<file path="config.mk">
export PLATFORM = sky130hd
export DESIGN_NAME = ssm_top
export DESIGN_NICKNAME = d
export VERILOG_FILES = /design/src/hdl/ssm_pkg.sv /design/src/hdl/ssm_cfg_if.sv /design/src/hdl/ssm_top.sv /design/src/hdl/ssm_lfsr.sv /design/src/hdl/ssm_engine.sv
export SDC_FILE = /design/constraint.sdc
export NUM_CORES = 1
export LEC_CHECK = 0
export ABC_AREA = 1
export BUFFER_PORTS_ARGS = -buffer_cell sky130_fd_sc_hd__clkbuf_2
export CAP_MARGIN = 10
export CORE_ASPECT_RATIO = 1.5
export CORE_MARGIN = 4
export CORE_UTILIZATION = 45
export DETAILED_ROUTE_END_ITERATION = 6
export GPL_TIMING_DRIVEN = 0
export HOLD_SLACK_MARGIN = 0.03
export PLACE_DENSITY_LB_ADDON = 0.12
export SETUP_SLACK_MARGIN = 0.05
export SYNTH_ARGS = -nofsm -noshare
export SYNTH_HDL_FRONTEND = slang
export SYNTH_SLANG_ARGS = --single-unit
</file>
<file path="constraint.sdc">
create_clock -name ref_clk -period 4.8 [get_ports ref_clk]
set_clock_uncertainty 0.1 [all_clocks]
set_input_delay 0.96 -clock ref_clk [delete_from_list [all_inputs] [get_ports ref_clk]]
set_output_delay 0.96 -clock ref_clk [all_outputs]
set_load 0.05 [all_outputs]
</file>
<file path="src/hdl/ssm_pkg.sv">
// Purpose: Shared constants and types for the spread spectrum modulator
// Assumes: Register port with one-cycle read latency, 8-bit data
// Notes: Offsets are byte addresses on the register port
package ssm_pkg;
  localparam int ADDR_W = 8;
  localparam int DATA_W = 8;
  localparam int NUM_SAMPLES = 12;
  localparam int SAMPLE_W = 4;
  localparam int OFFSET_W = 6;
  localparam int INT_W = 12;
  localparam int ADJ_W = 4;
  // Step period adds this to the code
  localparam logic [4:0] STEP_BIAS = 5'h02;
  // Spread block base addresses; only the PLL0 block drives the modulator, the PLL1 block is storage only
  localparam logic [7:0] PLL0_BASE = 8'h60;
  localparam logic [7:0] PLL1_BASE = 8'h68;
  // Offsets within a block of eight
  localparam logic [2:0] OFS_TIMING = 3'h0;  // [3:0] step code, [7:4] quadrant code
  localparam logic [2:0] OFS_FRAC = 3'h1;    // [5:0] offset, [6] random lsb, [7] double
  localparam logic [2:0] OFS_SAMP0 = 3'h2;   // Samples 0..11, two per byte, addr 2..7
  // Own registers outside the spread blocks
  localparam logic [7:0] INT_LO = 8'h70;     // Integer count [7:0]
  localparam logic [7:0] INT_HI = 8'h71;     // [3:0] integer count [11:8], [7:4] adjust
  localparam logic [7:0] LOOP_A = 8'h72;     // [3:0] resistor, [7:4] zero cap
  localparam logic [7:0] LOOP_B = 8'h73;     // [3:0] pole cap, [6:4] pump current
  localparam logic [7:0] STATUS = 8'h74;     // [5:0] current step value, [6] active
  localparam logic [7:0] CNT_LO = 8'h75;     // [7:0] divide count low byte (read only)
  localparam logic [15:0] LFSR_SEED = 16'hace1;
  localparam logic [7:0] RESET_VAL = 8'h00;

  typedef enum logic [3:0] {
    SSM_IDLE = 4'h1,
    SSM_RISE = 4'h2,
    SSM_FALL = 4'h4,
    SSM_HOLD = 4'h8
  } ssm_state_t;
endpackage

</file>
<file path="src/hdl/ssm_cfg_if.sv">
// Purpose: Configuration bundle from register file to waveform engine
// Assumes: Single clock domain
// Notes: Samples flattened into one vector
interface ssm_cfg_if;
  logic [3:0] step_code;
  logic [3:0] quad_code;
  logic [5:0] frac_offset;
  logic random_lsb_enable;
  logic amplitude_double;
  logic [47:0] delta_sample;
  logic [5:0] step_value;
  logic active;
  modport regs (output step_code, quad_code, frac_offset, random_lsb_enable,
                amplitude_double, delta_sample, input step_value, active);
  modport eng (input step_code, quad_code, frac_offset, random_lsb_enable,
               amplitude_double, delta_sample, output step_value, active);
endinterface

</file>
<file path="src/hdl/ssm_top.sv">
// Purpose: Spread spectrum modulator driving a PLL feedback divider
// Assumes: ref_clk is the detector clock; software keeps its own limits
// Notes: Two spread blocks exist on the map; the second is storage only here
//
// Decided for this implementation: the plain strobed port and the placing of the registers.
module ssm_top
  import ssm_pkg::*;
(
  input wire logic ref_clk,
  input wire logic reset_n,
  input wire logic clk_en,
  input wire logic [ssm_pkg::ADDR_W-1:0] reg_addr,
  input wire logic [ssm_pkg::DATA_W-1:0] reg_wdata,
  input wire logic reg_write,
  input wire logic reg_read,
  output logic [ssm_pkg::DATA_W-1:0] reg_rdata,
  output logic [ssm_pkg::INT_W-1:0] int_count,
  output logic [ssm_pkg::ADJ_W-1:0] adjust_value,
  output logic [12:0] divide_count,
  output logic [ssm_pkg::OFFSET_W-1:0] frac_out,
  output logic [3:0] loop_resistor_code,
  output logic [3:0] zero_cap_code,
  output logic [3:0] pole_cap_code,
  output logic [2:0] pump_current_code
);
  import ssm_pkg::*;

  function automatic logic in_block(input logic [7:0] a, input logic [7:0] base);
    return a[7:3] == base[7:3];
  endfunction

  logic [7:0] block0 [0:7];
  logic [7:0] block1 [0:7];
  logic [7:0] int_lo, int_hi, loop_a, loop_b;
  logic [6:0] frac_acc;
  logic rnd_bit;
  ssm_cfg_if cfg ();

  wire sel0 = in_block(reg_addr, PLL0_BASE);
  wire sel1 = in_block(reg_addr, PLL1_BASE);
  wire [2:0] sub = reg_addr[2:0];

  // Register writes
  always_ff @(posedge ref_clk or negedge reset_n)
  begin
    if (!reset_n)
    begin
      for (int i = 0; i < 8; i++)
      begin
        block0[i] <= RESET_VAL;
        block1[i] <= RESET_VAL;
      end
      int_lo <= RESET_VAL;
      int_hi <= RESET_VAL;
      loop_a <= RESET_VAL;
      loop_b <= RESET_VAL;
    end
    else if (clk_en && reg_write)
    begin
      if (sel0) block0[sub] <= reg_wdata;
      if (sel1) block1[sub] <= reg_wdata;
      if (reg_addr == INT_LO) int_lo <= reg_wdata;
      if (reg_addr == INT_HI) int_hi <= reg_wdata;
      if (reg_addr == LOOP_A) loop_a <= reg_wdata;
      if (reg_addr == LOOP_B) loop_b <= {1'b0, reg_wdata[6:0]};
    end
  end

  // Read mux, answered one cycle later; unmapped reads zero
  wire [7:0] status_word = {1'b0, cfg.active, cfg.step_value};
  wire [7:0] rd_mux =
    sel0 ? block0[sub] :
    sel1 ? block1[sub] :
    reg_addr == INT_LO ? int_lo :
    reg_addr == INT_HI ? int_hi :
    reg_addr == LOOP_A ? loop_a :
    reg_addr == LOOP_B ? loop_b :
    reg_addr == STATUS ? status_word :
    reg_addr == CNT_LO ? divide_count[7:0] : 8'h00;

  always_ff @(posedge ref_clk or negedge reset_n)
  begin
    if (!reset_n)
      reg_rdata <= RESET_VAL;
    else if (clk_en)
      reg_rdata <= reg_read ? rd_mux : 8'h00;
  end

  assign cfg.step_code = block0[OFS_TIMING][3:0];
  assign cfg.quad_code = block0[OFS_TIMING][7:4];
  assign cfg.frac_offset = block0[OFS_FRAC][5:0];
  assign cfg.random_lsb_enable = block0[OFS_FRAC][6];
  assign cfg.amplitude_double = block0[OFS_FRAC][7];
  assign cfg.delta_sample = {block0[7], block0[6], block0[5], block0[4], block0[3], block0[2]};

  ssm_lfsr u_lfsr (
    .ref_clk(ref_clk),
    .reset_n(reset_n),
    .clk_en(clk_en),
    .rnd_bit(rnd_bit)
  );

  ssm_engine u_engine (
    .ref_clk(ref_clk),
    .reset_n(reset_n),
    .clk_en(clk_en),
    .rnd_bit(rnd_bit),
    .cfg(cfg)
  );

  // Integer part 2N + A + 1; the fraction is carried in by the accumulator
  wire [11:0] n_val = {int_hi[3:0], int_lo};
  wire [3:0] a_val = int_hi[7:4];
  wire [12:0] int_part = 13'({n_val, 1'b0}) + 13'(a_val) + 13'h0001;
  wire [6:0] next_acc = 7'(frac_acc[5:0]) + 7'(cfg.step_value);

  always_ff @(posedge ref_clk or negedge reset_n)
  begin
    if (!reset_n)
    begin
      frac_acc <= 7'h00;
      divide_count <= 13'h0000;
      frac_out <= 6'h00;
    end
    else if (clk_en)
    begin
      frac_acc <= next_acc;
      frac_out <= cfg.step_value;
      divide_count <= int_part + 13'(next_acc[6]);
    end
  end

  assign int_count = n_val;
  assign adjust_value = a_val;
  assign loop_resistor_code = loop_a[3:0];
  assign zero_cap_code = loop_a[7:4];
  assign pole_cap_code = loop_b[3:0];
  assign pump_current_code = loop_b[6:4];

  a_carry_adds_one: assert property (@(posedge ref_clk) disable iff (!reset_n)
    clk_en ##1 clk_en |-> divide_count == int_part + 13'($past(next_acc[6])) || $changed(int_part))
    else $error("divide count not integer plus carry");
  a_read_latency: assert property (@(posedge ref_clk) disable iff (!reset_n)
    clk_en && reg_read && sel0 ##1 clk_en |-> reg_rdata == $past(block0[sub]))
    else $error("spread block read mismatch");
  a_frac_follows: assert property (@(posedge ref_clk) disable iff (!reset_n)
    clk_en |=> frac_out == $past(cfg.step_value))
    else $error("fraction output stale");
  a_loop_fields: assert property (@(posedge ref_clk) disable iff (!reset_n)
    clk_en && reg_write && reg_addr == LOOP_B |=> pump_current_code == $past(reg_wdata[6:4]))
    else $error("pump code not stored");
endmodule // ssm_top

</file>
<file path="src/hdl/ssm_lfsr.sv">
// Purpose: Free-running pseudo-random bit source
// Assumes: Detector clock
// Notes: 16-bit Fibonacci sequence, never locks at zero with this seed
module ssm_lfsr
  import ssm_pkg::*;
(
  input wire logic ref_clk,
  input wire logic reset_n,
  input wire logic clk_en,
  output logic rnd_bit
);
  logic [15:0] lfsr;
  wire feedback = lfsr[15] ^ lfsr[13] ^ lfsr[12] ^ lfsr[10];

  always_ff @(posedge ref_clk or negedge reset_n)
  begin
    if (!reset_n)
      lfsr <= LFSR_SEED;
    else if (clk_en)
      lfsr <= {lfsr[14:0], feedback};
  end

  assign rnd_bit = lfsr[0];
endmodule // ssm_lfsr

</file>
<file path="src/hdl/ssm_engine.sv">
// Purpose: Quadrant waveform generator for one modulated PLL
// Assumes: Configuration held stable while active
// Notes: Produces step value in sixty-fourths
module ssm_engine
  import ssm_pkg::*;
(
  input wire logic ref_clk,
  input wire logic reset_n,
  input wire logic clk_en,
  input wire logic rnd_bit,
  ssm_cfg_if.eng cfg
);
  ssm_state_t state, next_state;
  logic [4:0] hold_cnt;
  logic [3:0] samp_idx;
  logic [6:0] accum;
  wire [4:0] step_len = 5'(cfg.step_code) + STEP_BIAS;
  wire [3:0] n_used = 4'({cfg.quad_code, 1'b0});
  wire step_done = hold_cnt == step_len - 5'h01;
  wire [3:0] cur_delta = cfg.delta_sample[samp_idx*4 +: 4];
  wire enabled = cfg.step_code != 4'h0;
  wire last_samp = samp_idx == n_used - 4'h1;
  wire [6:0] scaled = cfg.amplitude_double ? {accum[5:0], 1'b0} : accum;
  wire [6:0] base = 7'(cfg.frac_offset) + scaled;
  wire [6:0] dithered = base ^ {6'h00, cfg.random_lsb_enable & rnd_bit};

  always_comb
  begin
    next_state = state;
    unique case (state)
      SSM_IDLE: if (enabled) next_state = SSM_RISE;
      // Each rise or fall is one quadrant of n_used steps: 2 per period
      SSM_RISE: if (!enabled) next_state = SSM_IDLE;
        else if (step_done && last_samp) next_state = SSM_FALL;
      SSM_FALL: if (!enabled) next_state = SSM_IDLE;
        else if (step_done && samp_idx == 4'h0) next_state = SSM_RISE;
      default: next_state = SSM_IDLE;
    endcase
  end

  // Rise adds deltas, fall subtracts them in reverse. The fraction is unsigned,
  // so the two lower quadrants fold onto the upper pair instead of going below offset
  always_ff @(posedge ref_clk or negedge reset_n)
  begin
    if (!reset_n)
    begin
      state <= SSM_IDLE;
      hold_cnt <= 5'h00;
      samp_idx <= 4'h0;
      accum <= 7'h00;
    end
    else if (clk_en)
    begin
      state <= next_state;
      if (state == SSM_IDLE || !enabled)
      begin
        hold_cnt <= 5'h00;
        samp_idx <= 4'h0;
        accum <= 7'h00;
      end
      else if (step_done)
      begin
        hold_cnt <= 5'h00;
        if (state == SSM_RISE)
        begin
          accum <= accum + 7'(cur_delta);
          if (!last_samp) samp_idx <= samp_idx + 4'h1;
        end
        else if (state == SSM_FALL)
        begin
          accum <= accum - 7'(cur_delta);
          if (samp_idx != 4'h0) samp_idx <= samp_idx - 4'h1;
        end
      end
      else
        hold_cnt <= hold_cnt + 5'h01;
    end
  end

  // Deltas all zero leave accum at zero: static fraction unless the random lsb is on
  assign cfg.step_value = enabled ? dithered[5:0] : cfg.frac_offset;
  assign cfg.active = state != SSM_IDLE;

  a_hold_length: assert property (@(posedge ref_clk) disable iff (!reset_n)
    clk_en && enabled && state != SSM_IDLE |-> hold_cnt < step_len)
    else $error("hold counter passed step length");
  a_peak_turn: assert property (@(posedge ref_clk) disable iff (!reset_n)
    clk_en && enabled && state == SSM_RISE && step_done && last_samp |=> state == SSM_FALL)
    else $error("rise did not turn at last sample");
  a_disabled_idle: assert property (@(posedge ref_clk) disable iff (!reset_n)
    clk_en && !enabled |=> state == SSM_IDLE)
    else $error("modulator not idle when disabled");
  a_index_range: assert property (@(posedge ref_clk) disable iff (!reset_n)
    state != SSM_IDLE && enabled |-> samp_idx < n_used)
    else $error("sample index beyond used count");
  a_static_frac: assert property (@(posedge ref_clk) disable iff (!reset_n)
    cfg.delta_sample == 48'h0 && !cfg.random_lsb_enable |-> cfg.step_value == cfg.frac_offset)
    else $error("static fraction disturbed");
endmodule // ssm_engine

</file>
==> flow_metrics.env <==
export IMPL_status="completed"
export IMPL_synth_compound_area_share_pct=17.4
export IMPL_synth_top_family_by_area="simple AND/OR/NAND/NOR gates"
export IMPL_powerDensity_nw_per_um2=378
export IMPL_grt_ovfl_total=0
export IMPL_die_x_um=142
export IMPL_ys_seq_elements=226
export IMPL_pwr_share_seq_pct=41.4
export IMPL_io_pins=79
export IMPL_worstMarginPinSlew_ns=0.841
export IMPL_track_usage_pct=25.9
export IMPL_die_area_um2=29500
export IMPL_grt_pass1_vias=10700
export IMPL_p_int_mw=3.60
export IMPL_clockBufferDepth=3
export IMPL_critPathLaunchType="register"
export IMPL_critPathMaxFanout=10
export IMPL_synth_yosys_seq_area_share_pct=47.0
export IMPL_routabilityCongestion=0.910
export IMPL_cts_root_buf="clkbuf_16"
export IMPL_multi_input_area_um2=5560
export IMPL_syn_avg_cell_area_um2=8.09
export IMPL_areaGrowthSynthToFinish_pct=14.6
export IMPL_dp_cells=1904
export IMPL_cts_setup_buffers=0
export IMPL_via_per_inst=5.49
export IMPL_clkPwrFrac_pct=38.3
export IMPL_synthAdderAreaFrac_pct=3.57
export IMPL_final_area_um2=13800
export IMPL_vdd_drop_max_mv=0.383
export IMPL_hpwlAfterDp_um=28400
export IMPL_synth_top_cells_by_count="462 x nand2_1, 217 x dfrtp_1, 170 x o21ai_0"
export IMPL_diodes=0
export IMPL_fin_setup_tns_ns=0
export IMPL_worstPathRequired_ns=5.13
export IMPL_vias=10700
export IMPL_fmax_mhz=234
export IMPL_fin_crit_ns=4.26
export IMPL_hp_class="primary input to asynchronous set/reset pin"
export IMPL_syn_nets=1543
export IMPL_cts_sinks=226
export IMPL_wl_per_cell_um=19.6
export IMPL_yosysTopAreaCell="dfrtp_1"
export IMPL_wl_um=38100
export IMPL_die_y_um=208
export IMPL_drc_errors=0
export IMPL_antenna_found_initial=0
export IMPL_synth_mux_area_fraction_pct=0
export IMPL_synth_top_cell_area_share_pct=45.1
export IMPL_numCtsBuffers=25
export IMPL_grt_pass1_wl_um=60200
export IMPL_slew_headroom_pct=43.9
export IMPL_comb_power_share_pct=20.3
export IMPL_clkLatencyLatePin_ns=0.55
export IMPL_htree_levels=1
export IMPL_drive_above_1_share_pct=14.1
export IMPL_endpoint_kind="register"
export IMPL_firstDrtPassIters=5
export IMPL_synth_simple_area_share_pct=22.9
export IMPL_synth_edf_count=0
export IMPL_met1Wirelength_um=15200
export IMPL_leakagePower_nw=6.63
export IMPL_fillerInstances=2636
export IMPL_topRoutingLayerUsed="met4"
export IMPL_async_flop_share_pct=100
export IMPL_cap_violations=0
export IMPL_critical_path_class="register to register"
export IMPL_synth_most_common_cell="nand2_1"
export IMPL_synth_distinct_cells=51
export IMPL_setup_viol=0
export IMPL_period_share_pct=88.9
export IMPL_report_final_slew_viol_count=0
export IMPL_rsz0062_at_grt="no"
export IMPL_syn_instance_count=1490
export IMPL_ys_flop_type="dfrtp_1"
export IMPL_dpl_cell_area_um2=12900
export IMPL_route_met2_wl_um=19800
export IMPL_hold_viol=0
export IMPL_ctsHoldBuffers=0
export IMPL_switchingPower_mw=1.62
export IMPL_utilization_pct=52.1
export IMPL_cts_tree="done"
export IMPL_cp_data_arrival_time_ns=4.60
export IMPL_num_nets_final=1647
export IMPL_core_um2=26500
export IMPL_ys_warn_count=0
export IMPL_portBuffers=75
export IMPL_antenna_left=0
export IMPL_synth_area_um2=12000
export IMPL_drtIter0Drc=706
export IMPL_synthTopCellsByArea="dfrtp_1 45%, nand2_1 14%, o21ai_0 7.1%"
export IMPL_num_rows=73
export IMPL_synth_xor_area_share_pct=1.96
export IMPL_finalPower_mw=5.23
export IMPL_dr_wl_met3_um=1630
export IMPL_initial_utilization_pct=45.5
export IMPL_switching_share_pct=31.0
export IMPL_fin_cells=1949
export IMPL_regArea_um2=5670
export IMPL_cts_clk_slew_worst_paths_ns=0.06
export IMPL_grt_max_degree=98
-- logic make-up after synthesis --
logic type,after synthesis
AND/OR/NAND/NOR,635
AO/OA/AOI/OAI,374
flip-flops,226
buffers and inverters,196
adder cells (fa/ha/maj),32
XOR/XNOR,27
-- worst paths after layout --
path | start | to | slack (ns) | cells after the start
worst max-delay path | block0[56] | divide_count[12] | 0.54 | 26
worst min-delay path | reset_n | u_engine.accum[0] | 0.27 | 1
worst max register to register | block0[56] | divide_count[12] | 0.54 | 26
worst min register to register | u_lfsr.lfsr[15] | u_lfsr.lfsr[15] | 0.37 | 2
max in group asynchronous | reset_n | block1[14] | 3.45 | 2
min in group ref_clk | u_lfsr.lfsr[15] | u_lfsr.lfsr[15] | 0.37 | 2
-- worst max-delay path, stage by stage (launching register included) --
cell and delay [ns]:
dfrtp_1 0.49, inv_1 0.09, ha_1 0.20, nand2_1 0.17, buf_2 0.27, nand2_1 0.09
o21ai_2 0.13, inv_1 0.08, ha_1 0.22, fa_1 0.41, a21oi_1 0.21, o21bai_1 0.11
nand2_1 0.08, nand2_1 0.05, a21oi_1 0.22, ha_1 0.19, inv_1 0.04, a21oi_1 0.20
o21ai_1 0.10, nand2_1 0.16, nor2_4 0.06, nand3_1 0.11, nor2_4 0.06, nand3_1 0.10
o21ai_0 0.09, nand3_1 0.07, nand2_1 0.05
-- metal layers --
metal	GRT usage, %	vias to the layer above
li1	-	5180
met2	45.8	269
met1	32.0	5152
met4	9.67	0
met5	0	-
met3	3.43	93
-- power by group through the flow --
stage          logic [mW]  clock network [mW]  registers (mW)
5_1_grt              1.20                2.10            2.18
6_report             1.06                2.00            2.16
3_5_place_dp         1.05                   0            2.20
2_1_floorplan       0.690                   0            2.24
3_3_place_gp         1.03                   0            2.20
4_1_cts              1.06                2.03            2.16
-- repair_timing --
item	4_1_cts	5_1_grt
endpoints found under the hold margin	0	0
endpoints found under the setup margin	0	5
gates resized for setup	0	15
-- flip-flops by register name, summed over array words and instances (netlist names), 7 cells and up --
signal / cells
block0: 64
block1: 64
divide_count: 13
int_hi: 8
int_lo: 8
loop_a: 8
loop_b: 7
reg_rdata: 8
u_lfsr.lfsr: 16
-- area by class of cell --
class                           count  share of cell area, %
Buffer                             80                   3.03
Clock buffer                       34                   5.43
Clock inverter                     11                  0.788
Inverter                          116                   3.23
Multi-Input combinational cell   1068                   40.3
Sequential cell                   226                   41.0
Tap cell                          337                   3.05
Timing Repair Buffer               77                   3.18
-- metrics by stage --
step / hold WS [ns] / worst slack, ns
5_1_grt: 0.301 / 0.0473
2_1_floorplan: 0.342 / 0.855
4_1_cts: 0.277 / 0.221
6_report: 0.270 / 0.535
3_3_place_gp: 0.362 / -1.96
3_5_place_dp: 0.363 / 0.221
-- cells in the final DEF, fill, tap and decap left out, types with 36 or more instances in the layout --
cell	synthesis	routed
nor2_1	46	45
o21ai_0	170	167
inv_1	101	101
o21ai_1	81	81
o221ai_1	41	41
dfrtp_1	217	217
clkbuf_1	37	36
a21oi_1	54	54
nand2_1	462	461
clkbuf_2	0	74
nand3_1	69	69
Power figures use the tool's default switching activity.
